## src/pin_mux_defs.svh

```systemverilog
// constants for the multifunction pin mux and clock output
`ifndef PIN_MUX_DEFS_SVH
`define PIN_MUX_DEFS_SVH
`define NUM_MUX_PINS 9
`define FUNC_W 4
`define PIN_GNSS_DRDY 2
`define PIN_RTC_SYNC 3
`define PIN_SIM 4
`define PIN_AUDIO_LO 5
`define SYS_CLK_HZ 125000000
`define CLK_13M_HZ 13000000
`define CLK_26M_HZ 26000000
`define HALF_13M ((`SYS_CLK_HZ / `CLK_13M_HZ) / 2)
`define HALF_26M ((`SYS_CLK_HZ / `CLK_26M_HZ) / 2)
`define STATUS_W 2
`define BLINK_TICKS 16
`endif

```

## src/pin_mux_pkg.sv

```systemverilog
// types for the multifunction pin mux
package pin_mux_pkg;
  typedef enum logic [3:0] {
    fn_gp_in, fn_gp_out, fn_disabled, fn_net_status, fn_gnss_supply,
    fn_gnss_drdy, fn_rtc_sync, fn_sim_detect, fn_sim_hot, fn_audio
  } pin_func_e;
  typedef enum logic [1:0] {
    net_no_service, net_home, net_roaming, net_data
  } net_state_e;
endpackage

```

## src/multifunction_pin_and_clock_out.sv

```systemverilog
// multifunction pin mux with selectable 13/26 mhz clock output
//
// Summary of operation
// - clock pin gives 15.625 or 31.25 MHz square for 13/26 MHz
// - audio mode toggles only while audio active
// - each of nine pins configured independently
// - disabled pin tristates with pulldown; pin1 default
// - input function returns sampled pin level
// - output function drives software level; pin4 default
// - gnss supply on pins 1-4; pin2 default
// - gnss data ready only on pin3
// - rtc sync output only on pin4
// - sim detect only on pin5, default
// - hot insertion enables sim on card presence
// - network status on pins 1-4, four states
// - audio pins default audio, may be gp
`timescale 1ns/1ps
`include "pin_mux_defs.svh"
module multifunction_pin_and_clock_out #(
  parameter int NPINS = `NUM_MUX_PINS
) (
  input wire logic sys_clk, // 125 mhz clock
  input wire logic rst, // synchronous reset
  input wire logic ce, // clock enable
  input wire logic cfg_we, // configuration write strobe
  input wire logic [3:0] cfg_pin, // pin index 0..8
  input wire pin_mux_pkg::pin_func_e cfg_func, // requested function
  output logic cfg_reject, // last request refused
  input wire logic [NPINS-1:0] gp_out_level, // software output levels
  output logic [NPINS-1:0] gp_in_level, // sampled pin levels
  input wire logic [NPINS-1:0] pin_in, // pad input levels
  output logic [NPINS-1:0] pin_out, // pad output levels
  output logic [NPINS-1:0] pin_oe, // pad drive enables
  output logic [NPINS-1:0] pin_pulldown, // pad pull-down enables
  input wire pin_mux_pkg::net_state_e net_state, // network status
  input wire logic gnss_supply_on, // receiver supply request
  input wire logic rtc_sync, // rtc sync pulse source
  output logic gnss_data_ready, // receiver data-ready sense
  output logic sim_present, // sim card present
  output logic sim_if_enable, // sim interface enable
  input wire logic [3:0] audio_out, // audio codec outputs per pin
  input wire logic [3:0] audio_oe, // audio codec drive enables
  output logic [3:0] audio_in, // audio pin levels to codec
  input wire logic clk_enable, // clock output enable
  input wire logic clk_sel_26, // 1 selects 26 mhz
  input wire logic clk_audio_mode, // 1 gates clock on audio path
  input wire logic audio_active, // audio path active
  output logic clk_out_pin // clock output pin
);
  import pin_mux_pkg::*;

  localparam int HALF13 = `HALF_13M;
  localparam int HALF26 = `HALF_26M;

  typedef struct packed {
    pin_func_e [NPINS-1:0] func;
    logic [NPINS-1:0] sync1;
    logic [NPINS-1:0] sync2;
    logic [NPINS-1:0] gp_in_level;
    logic [NPINS-1:0] pin_out;
    logic [NPINS-1:0] pin_oe;
    logic [NPINS-1:0] pin_pulldown;
    logic cfg_reject;
    logic gnss_data_ready;
    logic sim_present;
    logic sim_if_enable;
    logic [3:0] audio_in;
    logic [7:0] div_cnt;
    logic clk_out_pin;
    logic [1:0] blink;
    logic [7:0] blink_cnt;
  } state_s;

  state_s r;
  state_s next_r;

  // legality of a function on a pin
  function automatic logic func_ok(input logic [3:0] p, input pin_func_e f);
    case (f)
      fn_gp_in, fn_gp_out, fn_disabled: func_ok = 1'b1;
      fn_net_status, fn_gnss_supply: func_ok = (p < 4'h4);
      fn_gnss_drdy: func_ok = (p == 4'(`PIN_GNSS_DRDY));
      fn_rtc_sync: func_ok = (p == 4'(`PIN_RTC_SYNC));
      fn_sim_detect, fn_sim_hot: func_ok = (p == 4'(`PIN_SIM));
      fn_audio: func_ok = (p >= 4'(`PIN_AUDIO_LO)) && (p < 4'(NPINS));
      default: func_ok = 1'b0;
    endcase
  endfunction

  // network status: off, steady on, slow blink, fast blink
  function automatic logic net_level(input net_state_e s, input logic [1:0] b);
    case (s)
      net_no_service: net_level = 1'b0;
      net_home: net_level = 1'b1;
      net_roaming: net_level = b[1];
      net_data: net_level = b[0];
      default: net_level = 1'b0;
    endcase
  endfunction

  always_comb begin
    logic [7:0] half;
    logic run;
    half = clk_sel_26 ? 8'(HALF26) : 8'(HALF13);
    run = 1'b0;
    next_r = r;
    next_r.sync1 = pin_in;
    next_r.sync2 = r.sync1;
    next_r.cfg_reject = 1'b0;
    if (cfg_we) begin
      if ((cfg_pin < 4'(NPINS)) && func_ok(cfg_pin, cfg_func)) begin
        next_r.func[cfg_pin] = cfg_func;
      end else begin
        next_r.cfg_reject = 1'b1;
      end
    end
    next_r.gnss_data_ready = 1'b0;
    next_r.sim_present = 1'b0;
    next_r.sim_if_enable = 1'b1;
    for (int i = 0; i < NPINS; i++) begin
      next_r.gp_in_level[i] = r.sync2[i];
      next_r.pin_out[i] = 1'b0;
      next_r.pin_oe[i] = 1'b0;
      next_r.pin_pulldown[i] = 1'b0;
      case (r.func[i])
        fn_gp_out: begin
          next_r.pin_out[i] = gp_out_level[i];
          next_r.pin_oe[i] = 1'b1;
        end
        fn_disabled: next_r.pin_pulldown[i] = 1'b1;
        fn_net_status: begin
          next_r.pin_out[i] = net_level(net_state, r.blink);
          next_r.pin_oe[i] = 1'b1;
        end
        fn_gnss_supply: begin
          next_r.pin_out[i] = gnss_supply_on;
          next_r.pin_oe[i] = 1'b1;
        end
        fn_gnss_drdy: next_r.gnss_data_ready = r.sync2[i];
        fn_rtc_sync: begin
          next_r.pin_out[i] = rtc_sync;
          next_r.pin_oe[i] = 1'b1;
        end
        fn_sim_detect: next_r.sim_present = r.sync2[i];
        fn_sim_hot: begin
          next_r.sim_present = r.sync2[i];
          next_r.sim_if_enable = r.sync2[i];
        end
        fn_audio: begin
          if (i >= `PIN_AUDIO_LO) begin
            next_r.pin_out[i] = audio_out[i-`PIN_AUDIO_LO];
            next_r.pin_oe[i] = audio_oe[i-`PIN_AUDIO_LO];
          end
        end
        default: ;
      endcase
    end
    for (int k = 0; k < 4; k++) begin
      next_r.audio_in[k] = (r.func[`PIN_AUDIO_LO+k] == fn_audio) ?
                           r.sync2[`PIN_AUDIO_LO+k] : 1'b0;
    end
    // whole-cycle halving of 125 mhz only approximates 13/26 mhz
    run = clk_enable && (!clk_audio_mode || audio_active);
    if (!run) begin
      next_r.div_cnt = 8'h00;
      next_r.clk_out_pin = 1'b0;
    end else if (r.div_cnt + 8'h01 >= half) begin
      next_r.div_cnt = 8'h00;
      next_r.clk_out_pin = !r.clk_out_pin;
    end else begin
      next_r.div_cnt = r.div_cnt + 8'h01;
    end
    // blink runs free so roaming and data stay visible with the clock off;
    // the short period suits simulation, a lamp needs a longer count
    if (r.blink_cnt == 8'(`BLINK_TICKS - 1)) begin
      next_r.blink_cnt = 8'h00;
      next_r.blink = r.blink + 2'h1;
    end else begin
      next_r.blink_cnt = r.blink_cnt + 8'h01;
    end
  end

  always_ff @(posedge sys_clk) begin
    if (rst) begin
      r <= '0;
      for (int i = 0; i < NPINS; i++) begin
        r.func[i] <= fn_gp_in;
      end
      r.func[0] <= fn_disabled;
      r.func[1] <= fn_gnss_supply;
      r.func[2] <= fn_gnss_drdy;
      r.func[3] <= fn_gp_out;
      r.func[4] <= fn_sim_detect;
      for (int i = `PIN_AUDIO_LO; i < NPINS; i++) begin
        r.func[i] <= fn_audio;
      end
      r.pin_pulldown <= '0;
      r.sim_if_enable <= 1'b1;
    end else if (ce) begin
      r <= next_r;
    end
  end

  assign cfg_reject = r.cfg_reject;
  assign gp_in_level = r.gp_in_level;
  assign pin_out = r.pin_out;
  assign pin_oe = r.pin_oe;
  assign pin_pulldown = r.pin_pulldown;
  assign gnss_data_ready = r.gnss_data_ready;
  assign sim_present = r.sim_present;
  assign sim_if_enable = r.sim_if_enable;
  assign audio_in = r.audio_in;
  assign clk_out_pin = r.clk_out_pin;

  a_bad_func_kept: assert property (
    @(posedge sys_clk) disable iff (rst)
    ce && cfg_we && cfg_pin < 4'(NPINS) && !func_ok(cfg_pin, cfg_func)
    |=> r.cfg_reject && r.func[$past(cfg_pin)] == $past(r.func[cfg_pin]))
    else $error("illegal function changed a pin");
  a_clk_gated_off: assert property (
    @(posedge sys_clk) disable iff (rst)
    ce && clk_audio_mode && !audio_active ##1 ce |=> !clk_out_pin)
    else $error("clock toggled with audio inactive");
  a_disabled_pull: assert property (
    @(posedge sys_clk) disable iff (rst)
    ce && r.func[0] == fn_disabled |=> pin_pulldown[0] && !pin_oe[0])
    else $error("disabled pin not pulled down");
  a_gp_out_drive: assert property (
    @(posedge sys_clk) disable iff (rst)
    ce && r.func[3] == fn_gp_out
    |=> pin_oe[3] && pin_out[3] == $past(gp_out_level[3]))
    else $error("output pin level wrong");
  a_gp_in_sample: assert property (
    @(posedge sys_clk) disable iff (rst)
    ce ##1 ce ##1 ce |=> gp_in_level == $past(pin_in, 3))
    else $error("input level not sampled");
  a_clk_runs: assert property (
    @(posedge sys_clk) disable iff (rst)
    (ce && clk_enable && !clk_audio_mode && clk_sel_26) [*8]
    |-> clk_out_pin != $past(clk_out_pin, 2))
    else $error("26 mhz clock not toggling");
  a_hot_sim: assert property (
    @(posedge sys_clk) disable iff (rst)
    ce && r.func[4] == fn_sim_hot |=> sim_if_enable == $past(r.sync2[4]))
    else $error("sim enable does not follow card");
  a_drdy_sense: assert property (
    @(posedge sys_clk) disable iff (rst)
    ce && r.func[2] == fn_gnss_drdy |=> gnss_data_ready == $past(r.sync2[2]))
    else $error("data ready not sensed");
endmodule

```

## config.mk

```make
export PLATFORM = sky130hd
export DESIGN_NAME = multifunction_pin_and_clock_out
export DESIGN_NICKNAME = d
export VERILOG_FILES = /design/src/pin_mux_pkg.sv /design/src/multifunction_pin_and_clock_out.sv
export VERILOG_INCLUDE_DIRS = /design/src
export SDC_FILE = /design/constraint.sdc
export NUM_CORES = 1
export LEC_CHECK = 0
export ABC_AREA = 1
export BUFFER_PORTS_ARGS = -buffer_cell sky130_fd_sc_hd__buf_2
export CORE_AREA = 2 2 119 150
export DETAILED_ROUTE_END_ITERATION = 8
export DIE_AREA = 0 0 121 152
export HOLD_SLACK_MARGIN = 0.1
export SLEW_MARGIN = 15
export SYNTH_ARGS = -nofsm -noshare
export SYNTH_HDL_FRONTEND = slang
export SYNTH_SLANG_ARGS = --single-unit
```

## constraint.sdc

```tcl
create_clock -name sys_clk -period 1.95 [get_ports sys_clk]
set_input_delay 0.39 -clock sys_clk [delete_from_list [all_inputs] [get_ports sys_clk]]
set_output_delay 0.39 -clock sys_clk [all_outputs]
set_load 0.01 [all_outputs]
```

==> run summary, run 1 <==
Status -> complete, no violations
Cell-internal power -> 0.00429 W
Syn. warnings -> 0
Worst EP arrival -> 2130 ps
Net Sw Frac -> 26.3%
Critical path class -> flop to flop
Reg2reg path depth -> 13
Cts hold-fix bufs -> 0
Global placement routability congestion -> 0.855
GRT overflow -> 0
Core Area -> 17100 µm²
Port bufs -> 90
Dominant synthesized flop cell -> dfxtp_1
Synth top cells by count -> nand2_1, dfxtp_1, nor2_1
Top-count cell post-synth -> nand2_1
Worst VDD drop -> 0.000579 V
Most used cell, CP -> nand2_1
Via/cell ratio -> 4.77
Vias in the first global route -> 5341
Multi-input gate area -> 2720 µm²
R2r endpoint -> clk_out_pin
Die Span X -> 121 µm
Max Fclk -> 551 MHz
DR WL/cell -> 14.0 µm
PwrDens -> 839 nW/µm²
Hold WC Path Type -> input port to flop
Hold Crit Start -> pin_in[7]
Total negative slack -> 0 ps
Final Power -> 0.00581 W
Cell count after synthesis -> 861
Final period util -> 93.0%
Clock transition at path regs -> 60 ps
Nets -> 977
DR iter-0 viols -> 312
Die Height -> 152 µm
Post-synth ARST share -> 0%
Critical R2R Launch -> r[11]
Root buffer cell -> clkbuf_16
Post-Route WL -> 16200 µm
DRC -> 0
EDFF count, synth -> 0
Register area -> 2340 µm²
Remaining antenna violation count after routing -> 0
Initial Utilization -> 34.0%
Slew Limit Fails -> 0
CP Capture Type -> flop
Slowest CP cell -> dfxtp_2
Worst hold endpoint -> next_r[70]
Final setup viols -> 0
Fillers -> 1844
Leak -> 3.25 nW
Largest incremental delay on the critical path -> 340 ps
Clock sinks -> 117
Share of layout cells above drive strength 1 -> 17.1%
Yosys reg bits -> 117
Ant. Diodes -> 0
Post-Syn Nets -> 911
Die area -> 18400 µm²
Via count -> 5554
Reg power frac -> 43.3%
Maximum buffer depth of the clock tree -> 2
Clk pwr share -> 48.4%
Max Cap Viol -> 0
GRT Total Usage -> 18.2%
Relative slew slack -> 70.6%
IO Count -> 91
Worst-Margin Slew -> 440 ps
Area share of the leading cell type in the synthesized netlist -> 40.3%
HPWL Detailed -> 12000 µm
H-tree depth -> 4
WP data required -> 2270 ps
Crit path launch type -> flop
Netlist cell types -> 37
Sequential share of the synthesized area -> 40.3%
Skew final -> 9.18 ps
Switching power -> 0.00153 W
Hold Fails Final Rpt -> 0
R2r setup slk -> 140 ps
CP Cell Sequence -> ha_2 > inv_1 > ha_1 > nand2_1 > nand2_1 > nand2_1 > nand3_1 > a21oi_2 > nand2_2 > nand2_2 > inv_1 > o21ai_1 > nor2_1
FP Rows -> 54
Synthesized cell area -> 5810 µm²
Tmin final -> 1810 ps
Drt pass-1 iters -> 5
Synth area leaders -> dfxtp_1, nand2_1, nor2_1, o21ai_0, inv_1
Gate power share -> 8.2%
Biggest area consumer among synthesized cells -> dfxtp_1
Syn Area/Cell -> 6.75 µm²
Clock Latency Late Sink -> 420 ps
Initial antenna violation count -> 0
Unrepaired setup endpoints after global routing -> no
Maximum number of pins on one net before global-route repair -> 52
CTS tree -> yes
Hold path cells -> 3
Area grow syn2layout -> 19.2%
Crit path max fanout -> 5
Number of CTS-inserted buffers -> 17
First-pass GRT wire length -> 26400 µm
==> registers in the layout, summed over array words and instances (netlist names), 4 cells and up <==
signal	flops
pin_out	9
next_r	18
audio_in	4
pin_oe	9
pin_pulldown	9
r	54
gp_in_level	9
==> layout by cell type (no fill, tap or decap), drive strengths merged, types with 2 or more instances in the layout <==
| cell type | count |
|---|---|
| xor2 | 2 |
| dfxtp | 117 |
| clkinv | 6 |
| o21a | 2 |
| inv | 97 |
| a31oi | 4 |
| o21ai | 78 |
| nor2 | 119 |
| a41oi | 2 |
| nand3b | 3 |
| a21oi | 56 |
| nor3 | 10 |
| nand3 | 52 |
| o2111ai | 3 |
| a22o | 3 |
| clkinvlp | 4 |
| clkbuf | 19 |
| nand4 | 10 |
| a22oi | 3 |
| nand2 | 205 |
| ha | 4 |
| a211oi | 3 |
| o31ai | 4 |
| o211ai | 10 |
| buf | 116 |
==> worst max-delay path by stage <==
stage                          start           to  slack [ps]  cells past startpoint
after floorplan                r[11]  clk_out_pin         260                     13
after global placement    cfg_pin[3]        r[95]          70                     12
after detailed placement  cfg_pin[3]        r[95]          -7                     12
after CTS                      r[11]  clk_out_pin         100                     11
after global routing           r[12]        r[12]          30                     12
final                          r[11]  clk_out_pin         140                     13
==> per-layer routing <==
metal,vias to the layer above,routed length (µm),GRT usage (%)
li1,2902,-,-
met1,2488,7200,21.6
met2,129,7780,30.9
met3,35,665,3.90
met4,0,595,8.75
met5,-,0,0
==> cell families after synthesis <==
logic type,share of synthesized area (%)
simple gates,28.4
compound gates,16.8
buf+inv,13.3
flops,40.3
fa+ha+maj,0.861
xor+xnor,0.301
==> stage by stage <==
stage	area, µm²	cells	utilization, %	hold slack, ps	setup WS [ps]
6_report	6930	1164	40.5	198	136
5_1_grt	6930	1164	40.5	194	28.6
3_3_place_gp	6370	1132	37.3	437	66.1
4_1_cts	6900	1164	40.4	190	104
2_1_floorplan	5810	861	-	427	265
3_5_place_dp	6370	1132	37.3	439	-7.36
==> worst max-delay path: cells and delay by family (launching register included) <==
| family | cells | cell delay, ps |
|---|---|---|
| compound gates | 2 | 240 |
| simple gates | 7 | 480 |
| buf+inv | 2 | 80 |
| fa+ha+maj | 2 | 580 |
| flops | 1 | 340 |
==> power by group through the flow <==
stage	Combinational (W)	Clock, W	Sequential, W
finish	0.000479	0.00281	0.00252
global route	0.000537	0.00297	0.00253
CTS	0.000482	0.00285	0.00252
detailed placement	0.000478	0	0.00257
global placement	0.000474	0	0.00257
floorplan	0.000307	0	0.00256
==> layout make-up <==
type / count / area share [%]
Clock buffer: 19 / 6.25
Clock inverter: 13 / 1.46
Inverter: 94 / 5.09
Multi-Input combinational cell: 581 / 39.3
Sequential cell: 117 / 33.8
Tap cell: 224 / 4.05
Timing Repair Buffer: 116 / 10.0
==> repair_timing <==
action,CTS,global route
gates resized for setup,0,8
setup buffers,0,0
endpoints found under the setup margin,0,4
No activity file was read; power rests on OpenSTA's default activity.
==> run 2, diff against run 1 <==
Settings changed: CTS_BUF_LIST set to sky130_fd_sc_hd__clkbuf_2 sky130_fd_sc_hd__clkbuf_4 sky130_fd_sc_hd__clkbuf_8, CTS_CLUSTER_DIAMETER set to 150, SETUP_SLACK_MARGIN set to 0.1.
==> run 2 against run 1 <==
Utilization down 0.82 points. Largest cell class unchanged. Global-route usage about the same. Sequential cell count unchanged.
==> run summary, run 2 (synthesized netlist as in run 1, its figures left out) <==
CTS tree -> yes (unchanged)
Port bufs -> 90 (unchanged)
Critical path class -> flop to flop (unchanged)
Crit path launch -> r[11] (unchanged)
Clock sinks -> 117 (unchanged)
Tmin final -> 1760 ps (was 1810 ps)
Root buffer cell -> clkbuf_8 (was clkbuf_16)
Post-Route WL -> 16200 µm (about the same)
IO Count -> 91 (unchanged)
Nets -> 978 (was 977)
Most frequent cells in the layout -> nand2_1, nor2_1, dfxtp_1 (was nand2_1, dfxtp_1, nor2_1)
Maximum number of pins on one net before global-route repair -> 52 (unchanged)
Worst VDD drop -> 0.000342 V (was 0.000579 V)
H-tree depth -> 4 (unchanged)
Hold WC Path Type -> input port to flop (unchanged)
Placement Cell Area -> 6370 µm² (unchanged)
Cts hold-fix bufs -> 0 (unchanged)
Max Fclk -> 567 MHz (was 551 MHz)
Initial antenna violation count -> 0 (unchanged)
PwrDens -> 735 nW/µm² (was 839 nW/µm²)
Core Area -> 17100 µm² (unchanged)
Fillers -> 1861 (was 1844)
Drt pass-1 iters -> 5 (unchanged)
CP Capture Type -> flop (unchanged)
Vias in the first global route -> 5340 (was 5341)
Most common cell after layout, fill and taps aside -> nand2_1 (unchanged)
R2r endpoint -> clk_out_pin (unchanged)
Reg2reg path depth -> 13 (unchanged)
WP data required -> 2290 ps (was 2270 ps)
Leak -> 3.18 nW (was 3.25 nW)
Worst-Margin Slew -> 454 ps (was 440 ps)
Most Used Layer, Global Route -> met2 (unchanged)
Maximum buffer depth of the clock tree -> 2 (unchanged)
Hold Fails Final Rpt -> 0 (unchanged)
HPWL Detailed -> 12000 µm (unchanged)
Via/cell ratio -> 4.76 (was 4.77)
Status -> complete, no violations (unchanged)
Final cell count without fillers -> 1165 (was 1164)
Clock transition at path regs -> 80 ps (was 60 ps)
Initial Utilization -> 34.0% (unchanged)
GRT overflow -> 0 (unchanged)
M1 GR Usage -> 21.7% (was 21.6%)
Hold Crit Start -> pin_in[7] (unchanged)
Multi-input gate area -> 2750 µm² (was 2720 µm²)
First-pass GRT wire length -> 26400 µm (about the same)
Area grow syn2layout -> 16.7% (was 19.2%)
Ant. Diodes -> 0 (unchanged)
DR WL/cell -> 13.9 µm (was 14.0 µm)
Die Span X -> 121 µm (unchanged)
R2r setup slk -> 190 ps (was 140 ps)
Die area -> 18400 µm² (unchanged)
Clock Latency Late Sink -> 440 ps (was 420 ps)
Max FFs per register -> 54 (unchanged)
Critical R2R Launch -> r[11] (unchanged)
Cell count after placement -> 1132 (unchanged)
Relative slew slack -> 69.7% (was 70.6%)
DRC -> 0 (unchanged)
Crit path max fanout -> 3 (was 5)
Final setup viols -> 0 (unchanged)
Most flops, register -> r (unchanged)
Unrepaired setup endpoints after global routing -> no (unchanged)
Via count -> 5541 (was 5554)
Share of layout cells above drive strength 1 -> 18.0% (was 17.1%)
Crit path to -> clk_out_pin (unchanged)
Final period util -> 90.4% (was 93.0%)
Global placement routability congestion -> 0.855 (unchanged)
Die Height -> 152 µm (unchanged)
Skew final -> 10.2 ps (was 9.18 ps)
Max Cap Viol -> 0 (unchanged)
Number of CTS-inserted buffers -> 17 (unchanged)
Remaining antenna violation count after routing -> 0 (unchanged)
Register area -> 2350 µm² (was 2340 µm²)
Crit path launch type -> flop (unchanged)
Hold Slack -> 167 ps (was 198 ps)
GRT Total Usage -> 18.2% (about the same)
M2 GR Usage -> 30.4% (was 30.9%)
Met3 Usage GRT -> 4.58% (was 3.90%)
Design Area, Final -> 6790 µm² (was 6930 µm²)
DR iter-0 viols -> 311 (was 312)
Final Power -> 0.00499 W (was 0.00581 W)
Slew Limit Fails -> 0 (unchanged)
FP Rows -> 54 (unchanged)
Worst EP arrival -> 2110 ps (was 2130 ps)
run 2: changes by cell type in the layout (fill, tap and decap cells not counted), sizes merged:
cell  previous run  this run
buf            116       117
run 2: worst max-delay path, stage by stage (launching register included):
cell and delay, ps:
dfxtp_4 360, ha_4 270, inv_2 40, ha_4 220, nand2_1 50, nand2_1 40
nand2_1 70, nand3_2 80, a21oi_2 120, nand2_2 90, nand2_2 110, inv_2 30
o21ai_1 120, nor2_1 60
run 2: final cells by class:
class                   count  share of cell area [%]
repair buffers            117                    10.4
well taps                 224                    4.13
inverters                  94                    5.20
flip-flops and latches    117                    34.6
clock inverters            13                    1.49
clock buffers              19                    3.67
multi-input cells         581                    40.6
run 2: worst min-delay path by stage:
stage / slack, ps / to / depth (start not counted)
after detailed placement: 440 / gnss_data_ready / 2
after global placement: 440 / pin_oe[4] / 2
after floorplan: 430 / gp_in_level[8] / 2
after global routing: 150 / next_r[70] / 3
final: 170 / next_r[70] / 3
after CTS: 150 / next_r[70] / 3
run 2: timing repair:
action	in CTS	in global routing
gates resized for setup	0	16
buffers inserted	0	1
endpoints found under the setup margin	0	4
run 2: stage by stage:
stage               TNS, ps  setup WS (ps)  utilization [%]
floorplan                 0            265                -
global placement          0           66.1             37.3
detailed placement    -13.8          -7.36             37.3
CTS                       0            100             39.3
global route              0           96.4             39.7
finish                    0            187             39.7
run 2: routing by layer:
| layer | up-vias | share of wire, % |
|---|---|---|
| met4 | 0 | 3.6 |
| met3 | 33 | 4.4 |
| met5 | - | 0 |
| met2 | 149 | 48 |
| met1 | 2456 | 44 |
| li1 | 2903 | - |
run 2: report_power, final:
| group | switching, W | internal, W |
|---|---|---|
| Combinational | 0.000299 | 0.000190 |
| Clock | 0.00106 | 0.000916 |
| Sequential | 0.0000494 | 0.00247 |
| Total | 0.00141 | 0.00357 |
==> run 3, diff against run 2 <==
Settings changed: BUFFER_PORTS_ARGS -buffer_cell sky130_fd_sc_hd__buf_2 to -buffer_cell sky130_fd_sc_hd__clkbuf_2, CORE_AREA 2 2 119 150 to 5 5 122 153, DIE_AREA 0 0 121 152 to 0 0 127 158.
Clock period 1.95 ns to 1.45 ns, I/O delays scaled along.
==> run 3 against run 2 <==
The run now ends with setup timing left. First-iteration DRC count grew 0.64%. Combinational power rose by 57%. Largest power group unchanged. Clock skew rose by 7.1 ps. Largest cell class unchanged. Sequential power increased by 34%. Maximum frequency up 6.1%. Clock power increased by 54%. Register-to-register slack got worse by 400 ps. Critical path depth stayed put. Utilization up 6.2 points. Setup slack got worse by 400 ps. Via count up 6.8%. Global-route usage down 0.97 points.
==> run summary, run 3 (synthesized netlist as in run 1, its figures left out) <==
Crit path launch type -> flop (unchanged)
Max FFs per register -> 54 (unchanged)
Clock sinks -> 117 (unchanged)
Reg2reg path depth -> 13 (unchanged)
Nets -> 1057 (was 978)
Core Area -> 17200 µm² (was 17100 µm²)
Hold path cells -> 3 (unchanged)
Final period util -> 115% (was 90.4%)
Worst setup slack after layout -> -211 ps (was 187 ps)
Post-Route WL -> 17500 µm (was 16200 µm)
Ant. Diodes -> 0 (unchanged)
CTS tree -> yes (unchanged)
Final Power -> 0.00719 W (was 0.00499 W)
DR WL/cell -> 14.1 µm (was 13.9 µm)
CP Capture Type -> flop (unchanged)
Initial Utilization -> 33.9% (was 34.0%)
Maximum number of pins on one net before global-route repair -> 27 (was 52)
Remaining antenna violation count after routing -> 0 (unchanged)
Worst-Margin Slew -> 337 ps (was 454 ps)
Most common cell after layout, fill and taps aside -> nand2_1 (unchanged)
Share of layout cells above drive strength 1 -> 33.6% (was 18.0%)
Clock Latency Late Sink -> 440 ps (about the same)
Most frequent cells in the layout -> nand2_1, nor2_1, dfxtp_1 (unchanged)
Vias in the first global route -> 5693 (was 5340)
DR iter-0 viols -> 313 (was 311)
Port bufs -> 90 (unchanged)
Global placement routability congestion -> 0.919 (was 0.855)
Critical path class -> flop to flop (unchanged)
Hold WC Path Type -> input port to flop (unchanged)
Die Span X -> 127 µm (was 121 µm)
WP data required -> 1790 ps (was 2290 ps)
H-tree depth -> 4 (unchanged)
Via count -> 5919 (was 5541)
Cell count after placement -> 1191 (was 1132)
Relative slew slack -> 77.3% (was 69.7%)
Number of CTS-inserted buffers -> 17 (unchanged)
HPWL Detailed -> 13000 µm (was 12000 µm)
Slew Limit Fails -> 0 (unchanged)
Drt pass-1 iters -> 4 (was 5)
Final cell count without fillers -> 1244 (was 1165)
Crit path max fanout -> 2 (was 3)
Unrepaired setup endpoints after global routing -> yes (was no)
Die area -> 20100 µm² (was 18400 µm²)
Placement Cell Area -> 6940 µm² (was 6370 µm²)
Hold Fails Final Rpt -> 0 (unchanged)
Maximum buffer depth of the clock tree -> 2 (unchanged)
Max Fclk -> 602 MHz (was 567 MHz)
Tmin final -> 1660 ps (was 1760 ps)
Most flops, register -> r (unchanged)
Status -> complete, but fails checks (was complete, no violations)
Skew final -> 17.3 ps (was 10.2 ps)
Initial antenna violation count -> 0 (unchanged)
Worst VDD drop -> 0.000571 V (was 0.000342 V)
PwrDens -> 913 nW/µm² (was 735 nW/µm²)
Clock transition at path regs -> 80 ps (about the same)
DRC -> 0 (unchanged)
Root buffer cell -> clkbuf_8 (unchanged)
Failing checks -> setup timing
First-pass GRT wire length -> 27800 µm (was 26400 µm)
Via/cell ratio -> 4.76 (about the same)
FP Rows -> 54 (unchanged)
Area grow syn2layout -> 35.6% (was 16.7%)
GRT Total Usage -> 17.2% (was 18.2%)
Pre-CTS WS -> -292 ps (was -7.36 ps)
Fillers -> 1790 (was 1861)
Design Area, Final -> 7880 µm² (was 6790 µm²)
Max Cap Viol -> 0 (unchanged)
Fin util -> 45.9% (was 39.7%)
Die Height -> 158 µm (was 152 µm)
Leak -> 3.65 nW (was 3.18 nW)
Worst EP arrival -> 2000 ps (was 2110 ps)
IO Count -> 91 (unchanged)
GRT overflow -> 0 (unchanged)
Final setup viols -> 4 (was 0)
[run 3: what timing repair did]
action,4_1_cts,5_1_grt
setup endpoints to repair,12,51
setup buffers,3,8
endpoints found under the hold margin,10,0
pin swaps,12,50
hold buffers,10,0
gates resized for setup,49,98
[run 3: stage by stage]
step | hold slack [ps] | setup TNS, ps
after floorplan | 403 | -2130
after global placement | 439 | -7730
after detailed placement | 444 | -9910
after CTS | 105 | -714
after global routing | 121 | -1440
final | 122 | -752
[run 3: final timing paths]
path,start,to,slack [ps]
max,r[12],clk_out_pin,-210
min,pin_in[8],next_r[71],120
max reg2reg,r[12],clk_out_pin,-210
min reg2reg,gp_in_level[8],gp_in_level[8],450
[run 3: layer usage]
metal	track usage (%)	share of wire, %	vias up
met5	0	0	-
met2	30.2	50	130
met1	20.6	43	2694
li1	-	-	3068
met3	3.75	4.3	27
met4	6.44	2.2	0
[run 3: area by class of cell]
| class | instances | area (µm²) | share of cell area (%) |
|---|---|---|---|
| tap | 224 | 280 | 3.56 |
| timing repair buffer | 196 | 1400 | 17.7 |
| multi-input combinational | 581 | 3060 | 38.8 |
| clock inverter | 13 | 148 | 1.87 |
| sequential | 117 | 2390 | 30.3 |
| clock buffer | 19 | 255 | 3.24 |
| inverter | 94 | 358 | 4.54 |
[run 3: power breakdown]
group / total, W / switching (W) / leakage (nW) / internal, W
Clock: 0.00305 / 0.00144 / 0.193 / 0.00161
Combinational: 0.000768 / 0.000440 / 2.49 / 0.000328
Sequential: 0.00338 / 0.0000713 / 0.962 / 0.00331
[run 3: worst max-delay path: stages (launching register included)]
cell,delay (ps)
dfxtp_2,340
ha_4,260
inv_2,40
ha_4,200
nand2_2,50
nand2_1,40
nand2_1,50
nand3_1,60
a21oi_1,120
nand2_1,90
nand2_1,110
inv_1,40
o21ai_1,100
nor2_1,50
